## src/ctp_pkg.sv

```systemverilog
// Purpose: shared constants and types for the touch count processor
// Assumes: 32-bit axi4-lite register access, 40 MHz aclk
// Notes: offsets are byte addresses of aligned words
package ctp_pkg;
    localparam logic [7:0] CTP_OFF_CTRL = 8'h00;
    localparam logic [7:0] CTP_OFF_THR = 8'h04;
    localparam logic [7:0] CTP_OFF_CUR = 8'h08;
    localparam logic [7:0] CTP_OFF_STAT = 8'h0C;
    localparam logic [7:0] CTP_OFF_RAW = 8'h10;
    localparam logic [7:0] CTP_OFF_BASE = 8'h14;
    localparam logic [7:0] CTP_OFF_DIFF = 8'h18;
    localparam logic [7:0] CTP_OFF_VOLT = 8'h1C;
    // ctrl fields
    localparam int CTP_CTRL_EN = 0;
    localparam int CTP_CTRL_DUAL = 1;
    localparam int CTP_CTRL_VREQ = 2;
    localparam int CTP_CTRL_RES_LO = 4;
    localparam int CTP_CTRL_DIV_LO = 8;
    localparam int CTP_CTRL_FLT_LO = 16;
    localparam logic [31:0] CTP_CTRL_RST = 32'h0002_0410;
    localparam logic [31:0] CTP_THR_RST = 32'h0514_0A28;
    localparam logic [31:0] CTP_CUR_RST = 32'h0000_0808;
    localparam int CTP_RAW_W = 16;
    localparam int CTP_VOLT_W = 10;
    localparam logic [1:0] CTP_RESP_OK = 2'h0;
    localparam logic [1:0] CTP_RESP_ERR = 2'h2;

    typedef struct packed {
        logic [7:0] awaddr;
        logic awvalid;
        logic [31:0] wdata;
        logic [3:0] wstrb;
        logic wvalid;
        logic bready;
        logic [7:0] araddr;
        logic arvalid;
        logic rready;
    } ctp_axi_req_t;

    typedef struct packed {
        logic awready;
        logic wready;
        logic [1:0] bresp;
        logic bvalid;
        logic arready;
        logic [31:0] rdata;
        logic [1:0] rresp;
        logic rvalid;
    } ctp_axi_rsp_t;

    typedef struct packed {
        logic phase_a;
        logic phase_b;
        logic mod_discharge;
    } ctp_front_t;
endpackage

```

## src/ctp_touch.sv

```systemverilog
// Purpose: sense switch phases, raw count, baseline, signal, touch state
// Assumes: comparator bit from analog front end, async to aclk
// Notes: also gates a one-shot voltage conversion between scans
`timescale 1ns/1ps
`default_nettype none

// Notes on behaviour
// - two equal-rate, opposite, non-overlapping switch phases
// - resolution programmable up to sixteen bits
// - count rises with sensor capacitance
// - dual mode subtracts full scale times current ratio
// - baseline is low-pass filtered raw count
// - signal equals raw minus baseline
// - thresholds are offsets above baseline
// - above noise: freeze baseline, true signal
// - below noise: update baseline, signal zero
// - ON when signal at least finger plus hysteresis
// - OFF when signal at most finger minus hysteresis
// - voltage measurement only while no scan runs
module ctp_touch (
    input wire logic aclk,
    input wire logic aresetn,
    input wire ctp_pkg::ctp_axi_req_t axi_req,
    output ctp_pkg::ctp_axi_rsp_t axi_rsp,
    input wire logic comp_in,
    output ctp_pkg::ctp_front_t front,
    output logic touch_on
);
    import ctp_pkg::*;

    typedef enum logic [3:0] {
        ST_IDLE = 4'b0001,
        ST_SCAN = 4'b0010,
        ST_PROC = 4'b0100,
        ST_VOLT = 4'b1000
    } ctp_state_t;

    // saturating add into 17 bits then clamp to 16
    function automatic logic [15:0] sat_add(input logic [15:0] a,
                                            input logic [15:0] b);
        logic [16:0] s;
        s = {1'b0, a} + {1'b0, b};
        sat_add = s[16] ? 16'hFFFF : s[15:0];
    endfunction

    logic [31:0] ctrl_q, thr_q, cur_q;
    logic vreq_q;
    ctp_state_t st_q;
    logic comp_m_q, comp_s_q;
    logic [7:0] div_q;
    logic ph_q, ph_dead_q;
    logic [16:0] tick_q;
    logic [15:0] ones_q;
    logic [15:0] raw_q, base_q, diff_q;
    logic [23:0] base_acc_q;
    logic base_init_q, touch_q;
    logic [9:0] volt_q;
    logic [10:0] vtick_q;
    logic [9:0] vones_q;
    logic volt_done_q;

    // register bus state
    logic aw_hold_q, w_hold_q, bvalid_q, rvalid_q;
    logic [7:0] awaddr_q;
    logic [31:0] wdata_q, rdata_q;
    logic [3:0] wstrb_q;
    logic [1:0] bresp_q, rresp_q;

    // decoded configuration
    wire logic [4:0] res_raw = ctrl_q[CTP_CTRL_RES_LO +: 5];
    wire logic [4:0] res_bits = (res_raw > 5'h10) ? 5'h10 :
        ((res_raw == 5'h00) ? 5'h01 : res_raw);
    wire logic [16:0] full_scale = (17'h0_0001 << res_bits) - 17'h0_0001;
    wire logic [7:0] div_val = ctrl_q[CTP_CTRL_DIV_LO +: 8];
    wire logic [3:0] flt_sh = ctrl_q[CTP_CTRL_FLT_LO +: 4];
    wire logic [7:0] th_noise = thr_q[7:0];
    wire logic [7:0] th_hyst = thr_q[15:8];
    wire logic [15:0] th_finger = thr_q[31:16];
    wire logic [7:0] i_mod = cur_q[7:0];
    wire logic [7:0] i_comp = cur_q[15:8];

    // compensation offset: full scale * comp / mod, mod zero treated as 1
    wire logic [7:0] i_mod_nz = (i_mod == 8'h00) ? 8'h01 : i_mod;
    wire logic [24:0] comp_prod = {8'h00, full_scale} * {17'h0_0000, i_comp};
    wire logic [24:0] comp_off_w = comp_prod / {17'h0_0000, i_mod_nz};
    wire logic [15:0] comp_off = (comp_off_w > 25'h000_FFFF) ? 16'hFFFF :
        comp_off_w[15:0];
    wire logic dual = ctrl_q[CTP_CTRL_DUAL];
    wire logic [15:0] raw_new = !dual ? ones_q :
        ((ones_q > comp_off) ? ones_q - comp_off : 16'h0000);

    // thresholds relative to baseline, signal against them
    wire logic [15:0] noise_lvl = sat_add(base_q, {8'h00, th_noise});
    wire logic above_noise = raw_new > noise_lvl;
    wire logic [15:0] sig_true = (raw_new > base_q) ? raw_new - base_q :
        16'h0000;
    wire logic [16:0] on_lim = {1'b0, th_finger} + {9'h000, th_hyst};
    wire logic [16:0] off_lim = ({1'b0, th_finger} > {9'h000, th_hyst}) ?
        {1'b0, th_finger} - {9'h000, th_hyst} : 17'h0_0000;
    wire logic [23:0] base_tgt = {raw_new, 8'h00};
    wire logic [23:0] base_step = (base_tgt > base_acc_q) ?
        ((base_tgt - base_acc_q) >> flt_sh) :
        ((base_acc_q - base_tgt) >> flt_sh);
    wire logic [23:0] base_next = (base_tgt > base_acc_q) ?
        base_acc_q + base_step : base_acc_q - base_step;

    // ends after exactly full-scale periods; >= also ends a scan whose
    // resolution was lowered mid-way, which == would leave hanging
    wire logic scan_end = (st_q == ST_SCAN) && (tick_q >= full_scale);
    wire logic div_tc = (div_q == div_val);

    // sense clock divider with a dead cycle at each phase change
    always_ff @(posedge aclk) begin
        if (!aresetn) begin
            div_q <= 8'h00;
            ph_q <= 1'b0;
            ph_dead_q <= 1'b1;
        end else begin
            div_q <= div_tc ? 8'h00 : div_q + 8'h01;
            ph_dead_q <= div_tc || (st_q != ST_SCAN);
            if (div_tc) begin
                ph_q <= ~ph_q;
            end
        end
    end

    // phases never overlap: the dead cycle drops both outputs
    assign front.phase_a = (st_q == ST_SCAN) && !ph_dead_q && !ph_q;
    assign front.phase_b = (st_q == ST_SCAN) && !ph_dead_q && ph_q;
    assign front.mod_discharge = (st_q == ST_IDLE);

    // comparator synchroniser
    always_ff @(posedge aclk) begin
        if (!aresetn) begin
            comp_m_q <= 1'b0;
            comp_s_q <= 1'b0;
        end else begin
            comp_m_q <= comp_in;
            comp_s_q <= comp_m_q;
        end
    end

    // sequencer; voltage conversion only starts from idle
    always_ff @(posedge aclk) begin
        if (!aresetn) begin
            st_q <= ST_IDLE;
        end else begin
            case (st_q)
                ST_IDLE: begin
                    if (vreq_q) begin
                        st_q <= ST_VOLT;
                    end else if (ctrl_q[CTP_CTRL_EN] && div_tc && ph_q) begin
                        st_q <= ST_SCAN;
                    end
                end
                ST_SCAN: st_q <= scan_end ? ST_PROC : ST_SCAN;
                ST_PROC: st_q <= ST_IDLE;
                ST_VOLT: st_q <= (vtick_q == 11'h3FF) ? ST_IDLE : ST_VOLT;
                default: st_q <= ST_IDLE;
            endcase
        end
    end

    // modulator density: comparator high = more current drawn
    always_ff @(posedge aclk) begin
        if (!aresetn || st_q == ST_IDLE) begin
            tick_q <= 17'h0_0000;
            ones_q <= 16'h0000;
        end else if (st_q == ST_SCAN && div_q == 8'h00 && ph_q &&
            !scan_end) begin
            tick_q <= tick_q + 17'h0_0001;
            if (comp_s_q && ones_q != 16'hFFFF) begin
                ones_q <= ones_q + 16'h0001;
            end
        end
    end

    // baseline, signal and touch state at scan end
    always_ff @(posedge aclk) begin
        if (!aresetn) begin
            raw_q <= 16'h0000;
            base_acc_q <= 24'h00_0000;
            base_q <= 16'h0000;
            diff_q <= 16'h0000;
            base_init_q <= 1'b0;
            touch_q <= 1'b0;
        end else if (st_q == ST_PROC) begin
            raw_q <= raw_new;
            base_init_q <= 1'b1;
            if (!base_init_q) begin
                base_acc_q <= base_tgt;
                base_q <= raw_new;
                diff_q <= 16'h0000;
            end else if (above_noise) begin
                diff_q <= sig_true;
                if ({1'b0, sig_true} >= on_lim) begin
                    touch_q <= 1'b1;
                end else if ({1'b0, sig_true} <= off_lim) begin
                    touch_q <= 1'b0;
                end
            end else begin
                base_acc_q <= base_next;
                base_q <= base_next[23:8];
                diff_q <= 16'h0000;
                if (off_lim == 17'h0_0000 || 17'h0_0000 <= off_lim) begin
                    touch_q <= 1'b0;
                end
            end
        end
    end
    assign touch_on = touch_q;

    // voltage conversion: 10-bit count of comparator density
    always_ff @(posedge aclk) begin
        if (!aresetn || st_q != ST_VOLT) begin
            vtick_q <= 11'h000;
            vones_q <= 10'h000;
        end else begin
            vtick_q <= vtick_q + 11'h001;
            if (comp_s_q && vones_q != 10'h3FF) begin
                vones_q <= vones_q + 10'h001;
            end
        end
    end

    always_ff @(posedge aclk) begin
        if (!aresetn) begin
            volt_q <= 10'h000;
            volt_done_q <= 1'b0;
        end else if (st_q == ST_VOLT && vtick_q == 11'h3FF) begin
            volt_q <= vones_q;
            volt_done_q <= 1'b1;
        end
    end

    // axi4-lite write path: address and data held independently
    wire logic aw_take = axi_req.awvalid && !aw_hold_q && !bvalid_q;
    wire logic w_take = axi_req.wvalid && !w_hold_q && !bvalid_q;
    wire logic wr_go = aw_hold_q && w_hold_q && !bvalid_q;
    wire logic wr_ctrl = wr_go && awaddr_q == CTP_OFF_CTRL;
    wire logic wr_thr = wr_go && awaddr_q == CTP_OFF_THR;
    wire logic wr_cur = wr_go && awaddr_q == CTP_OFF_CUR;
    wire logic wr_ok = wr_ctrl || wr_thr || wr_cur;
    wire logic [31:0] wmask = {{8{wstrb_q[3]}}, {8{wstrb_q[2]}},
        {8{wstrb_q[1]}}, {8{wstrb_q[0]}}};

    always_ff @(posedge aclk) begin
        if (!aresetn) begin
            aw_hold_q <= 1'b0;
            w_hold_q <= 1'b0;
            bvalid_q <= 1'b0;
            awaddr_q <= 8'h00;
            wdata_q <= 32'h0000_0000;
            wstrb_q <= 4'h0;
            bresp_q <= CTP_RESP_OK;
        end else begin
            if (aw_take) begin
                aw_hold_q <= 1'b1;
                awaddr_q <= axi_req.awaddr;
            end
            if (w_take) begin
                w_hold_q <= 1'b1;
                wdata_q <= axi_req.wdata;
                wstrb_q <= axi_req.wstrb;
            end
            if (wr_go) begin
                aw_hold_q <= 1'b0;
                w_hold_q <= 1'b0;
                bvalid_q <= 1'b1;
                bresp_q <= wr_ok ? CTP_RESP_OK : CTP_RESP_ERR;
            end else if (bvalid_q && axi_req.bready) begin
                bvalid_q <= 1'b0;
            end
        end
    end

    // software registers; voltage request self-clears when run
    always_ff @(posedge aclk) begin
        if (!aresetn) begin
            ctrl_q <= CTP_CTRL_RST;
            thr_q <= CTP_THR_RST;
            cur_q <= CTP_CUR_RST;
            vreq_q <= 1'b0;
        end else begin
            if (wr_ctrl) begin
                ctrl_q <= (ctrl_q & ~wmask) | (wdata_q & wmask);
            end
            if (wr_thr) begin
                thr_q <= (thr_q & ~wmask) | (wdata_q & wmask);
            end
            if (wr_cur) begin
                cur_q <= (cur_q & ~wmask) | (wdata_q & wmask);
            end
            if (wr_ctrl && wstrb_q[0] && wdata_q[CTP_CTRL_VREQ]) begin
                vreq_q <= 1'b1;
            end else if (st_q == ST_VOLT) begin
                vreq_q <= 1'b0;
            end
        end
    end

    // read path
    wire logic [31:0] stat_w = {26'h000_0000, volt_done_q, vreq_q,
        st_q == ST_VOLT, st_q == ST_SCAN, base_init_q, touch_q};
    wire logic [7:0] ra = axi_req.araddr;
    wire logic rd_hit = ra == CTP_OFF_CTRL || ra == CTP_OFF_THR ||
        ra == CTP_OFF_CUR || ra == CTP_OFF_STAT || ra == CTP_OFF_RAW ||
        ra == CTP_OFF_BASE || ra == CTP_OFF_DIFF || ra == CTP_OFF_VOLT;
    wire logic [31:0] rd_mux =
        (ra == CTP_OFF_CTRL) ? ctrl_q :
        (ra == CTP_OFF_THR) ? thr_q :
        (ra == CTP_OFF_CUR) ? cur_q :
        (ra == CTP_OFF_STAT) ? stat_w :
        (ra == CTP_OFF_RAW) ? {16'h0000, raw_q} :
        (ra == CTP_OFF_BASE) ? {16'h0000, base_q} :
        (ra == CTP_OFF_DIFF) ? {16'h0000, diff_q} :
        (ra == CTP_OFF_VOLT) ? {22'h00_0000, volt_q} : 32'h0000_0000;

    always_ff @(posedge aclk) begin
        if (!aresetn) begin
            rvalid_q <= 1'b0;
            rdata_q <= 32'h0000_0000;
            rresp_q <= CTP_RESP_OK;
        end else if (axi_req.arvalid && !rvalid_q) begin
            rvalid_q <= 1'b1;
            rdata_q <= rd_mux;
            rresp_q <= rd_hit ? CTP_RESP_OK : CTP_RESP_ERR;
        end else if (rvalid_q && axi_req.rready) begin
            rvalid_q <= 1'b0;
        end
    end

    assign axi_rsp.awready = !aw_hold_q && !bvalid_q;
    assign axi_rsp.wready = !w_hold_q && !bvalid_q;
    assign axi_rsp.bvalid = bvalid_q;
    assign axi_rsp.bresp = bresp_q;
    assign axi_rsp.arready = !rvalid_q;
    assign axi_rsp.rvalid = rvalid_q;
    assign axi_rsp.rdata = rdata_q;
    assign axi_rsp.rresp = rresp_q;
endmodule
`default_nettype wire

```

## config.mk

```make
export PLATFORM = sky130hd
export DESIGN_NAME = ctp_touch
export DESIGN_NICKNAME = d
export VERILOG_FILES = /design/src/ctp_pkg.sv /design/src/ctp_touch.sv
export SDC_FILE = /design/constraint.sdc
export NUM_CORES = 2
export LEC_CHECK = 0
export BUFFER_PORTS_ARGS = -buffer_cell sky130_fd_sc_hd__buf_4
export CORE_MARGIN = 1.5
export CORE_UTILIZATION = 45
export DETAILED_ROUTE_END_ITERATION = 7
export GPL_TIMING_DRIVEN = 1
export PLACE_DENSITY = 0.7
export SETUP_SLACK_MARGIN = 0.02
export SLEW_MARGIN = 20
export SYNTH_ARGS = -nofsm -noshare
export SYNTH_HDL_FRONTEND = slang
export SYNTH_SLANG_ARGS = --single-unit
```

## constraint.sdc

```tcl
create_clock -name aclk -period 203.1 [get_ports aclk]
set_input_delay 0 -clock aclk [delete_from_list [all_inputs] [get_ports aclk]]
set_output_delay 0 -clock aclk [all_outputs]
set_load 0.01 [all_outputs]
```

==> results.yml <==
die:
  rows: 106
  ios: 105
  core_um2: 83820
  start_util: 0.4557
  die_x_um: 294.3
  fp.dieH_um: 294.3
  die-area_um2: 86640
drt:
  via_per_inst: 5.976
  detail-route-antenna-nets: 0
  wl_per_cell_um: 18.91
  drt_pass1_iterations: 7
  finalWirelength_mm: 117.3
  vias: 37090
  drcViolationCount: 0
  initialDrtViolationCount: 2992
sta:
  setup_violations: 0
  slew_headroom: 0.2802
  grt_setup_unrepaired: "false"
  fmax_ghz: 0.01172
  hold_viol_final: 0
  finalClockSkew_ns: 0.02494
  finalCritPeriodShare: 0.4202
  worst_pin_slew_ns: 1.079
  fin_tns_setup_ns: 0
  finalMaxSlewViolations: 0
  min_period_ns: 85.34
global_route:
  first_global_vias: 34900
  antenna_found_initial: 3
  overflow: 0
  grt_max_degree: 102
  grt_first_pass_wirelength_mm: 186.3
  grt_usage: 0.2638
cells_and_area:
  layout-drive-gt1-share: 0.07870
  syn_to_final_growth_pct: 9.581
  nNetsFinal: 5586
worst_setup_path:
  cp.required_ns: 203.54
  r2r_end: "base_q[15]$_SDFFE_PN0P_"
  r2r_setup_slack_ns: 117.76
  path_max_fanout: 26
  crit_family: "compound AO/OA/AOI/OAI gates"
  critPathCaptureType: "flop"
  crit_path_start_kind: "flop"
  cp_slowest_cell: "nor2_1"
  arrival_ns: 85.79
  cpMostUsedCell: "o21a_1"
  path_buf_inv: 17
  crit_cells: 372
  path_class: "reg2reg"
  slowest_delay_ns: 0.73
  rr_worst_depth: 372
cts:
  clock-sinks: 318
  clockBufferDepth: 3
  cts_root_buffer: "clkbuf_16"
  cts_made_buffers: 36
  cts_tree: "built"
  hold_buffers: 72
  clkTransAtPathRegs_ns: 0.06
  post_cts_buffers: 0
  clock_latency_ns: 0.57
  cts_resized: 0
  h-tree-depth: 2
placement:
  gp_congestion: 0.9573
  hpwl_mm: 91.40
  numPortBuffers: 102
synth:
  synth_ff_type: "dfxtp_1"
  synth_largest_area_cell: "dfxtp_1"
  synth_edf_count: 0
  synthTopCellsByArea: "dfxtp_1 (17%), ha_1 (13%), nand2_1 (6.5%)"
  yosysWarnings: 0
  syn_inst: 4996
  seq_area_frac_synth: 0.1667
  synth_top_area_frac: 0.1667
  ys_ff_latch: 318
  avgSynthCellArea_um2: 7.645
  syn_area_um2: 38200
  async_flop_share: 0
  yosysUniqueCellTypes: 139
hold_path:
  hp-start: "axi_req[11]"
  hold_class: "in2reg"
  holdPathStages: 5
  min_to: "wdata_q[9]$_SDFFE_PN0P_"
run:
  cap_violations: 0
run_status:
  status: "completed"
==> tightest hold or removal path, cell delays in order <==
cell and delay, ns:
buf_4 0.08, nand2_1 0.04, buf_4 0.25, nand2_1 0.10, a21boi_0 0.07
==> routing by layer <==
metal	GRT usage	wire, um	vias up
li1	-	-	18030
met4	0.1167	5566	0
met1	0.3330	49680	17620
met2	0.4520	55150	1189
met3	0.02828	6943	253
met5	0	0	-
==> kinds of logic after synthesis <==
| group | synth area share |
|---|---|
| multiplexers | 0.03446 |
| AO/OA/AOI/OAI | 0.2683 |
| AND/OR/NAND/NOR | 0.2345 |
| flip-flops | 0.1667 |
| XOR/XNOR | 0.06944 |
| other | 0.0001966 |
| buffers and inverters | 0.04953 |
| adder cells (fa/ha/maj) | 0.1770 |
==> worst max path at each step <==
stage                              endpoint  slack [ns]  startpoint
finish              base_q[15]$_SDFFE_PN0P_      117.76        flop
global route        base_q[15]$_SDFFE_PN0P_      110.17        flop
CTS                 base_q[15]$_SDFFE_PN0P_      118.30        flop
detailed placement  base_q[15]$_SDFFE_PN0P_      118.62        flop
global placement    base_q[15]$_SDFFE_PN0P_      121.43        flop
floorplan           base_q[15]$_SDFFE_PN0P_      128.64        flop
==> cells in the final DEF, fill, tap and decap left out, drive strengths merged, types with 150 or more instances in the layout <==
cell type	count
ha	385
dfxtp	318
buf	150
inv	250
o21ai	201
nor2	438
nand2	663
xor2	155
nor3	157
a21oi	273
==> through the flow <==
step           setup slack (ns)    util  instances  instance area [um^2]  hold slack (ns)
5_1_grt                  110.17  0.4993       6205                 41850          0.06155
3_3_place_gp             121.43  0.4757       6068                 39870           0.2340
3_5_place_dp             118.62  0.4757       6068                 39870           0.2383
6_report                 117.76  0.4994       6206                 41860          0.01631
2_1_floorplan            128.64       -       5007                 38240           0.1273
4_1_cts                  118.30  0.4990       6204                 41830         0.001171
==> area by class of cell <==
class                   count  area (um^2)
clock buffers              50         1045
clock inverters            14        191.4
inverters                 249        934.6
fillers                  8201        41960
well taps                1134         1419
repair buffers            222         1851
diodes                      2        5.005
multi-input cells        4217        30050
flip-flops and latches    318         6366
==> synthesized netlist by cell type (10+ instances only) <==
cell type / number
nand2_1: 661
nor2_1: 435
ha_1: 385
dfxtp_1: 318
a21oi_1: 267
inv_1: 245
o21ai_0: 178
clkbuf_1: 174
xor2_1: 155
nor3_1: 152
xnor2_1: 146
a21boi_0: 141
a21o_1: 138
o21a_1: 117
nand3_1: 106
fa_1: 97
nor2b_1: 91
and2_1: 87
a22oi_1: 79
o211ai_1: 68
mux2i_1: 58
nand2b_1: 58
nand4_1: 56
o211a_1: 55
a31oi_1: 48
mux2_2: 41
o31ai_1: 39
and3_1: 37
or3_1: 35
a211oi_1: 34
or2_2: 28
o21bai_1: 27
a221oi_1: 26
nor4_1: 24
buf_4: 20
o21ai_1: 20
o22ai_1: 17
buf_1: 15
o31a_1: 15
nor4b_1: 13
a211o_1: 11
nor3b_1: 10
Power is not shown: default switching activity piles up to over one toggle a cycle in this logic, so the estimate is an artifact.
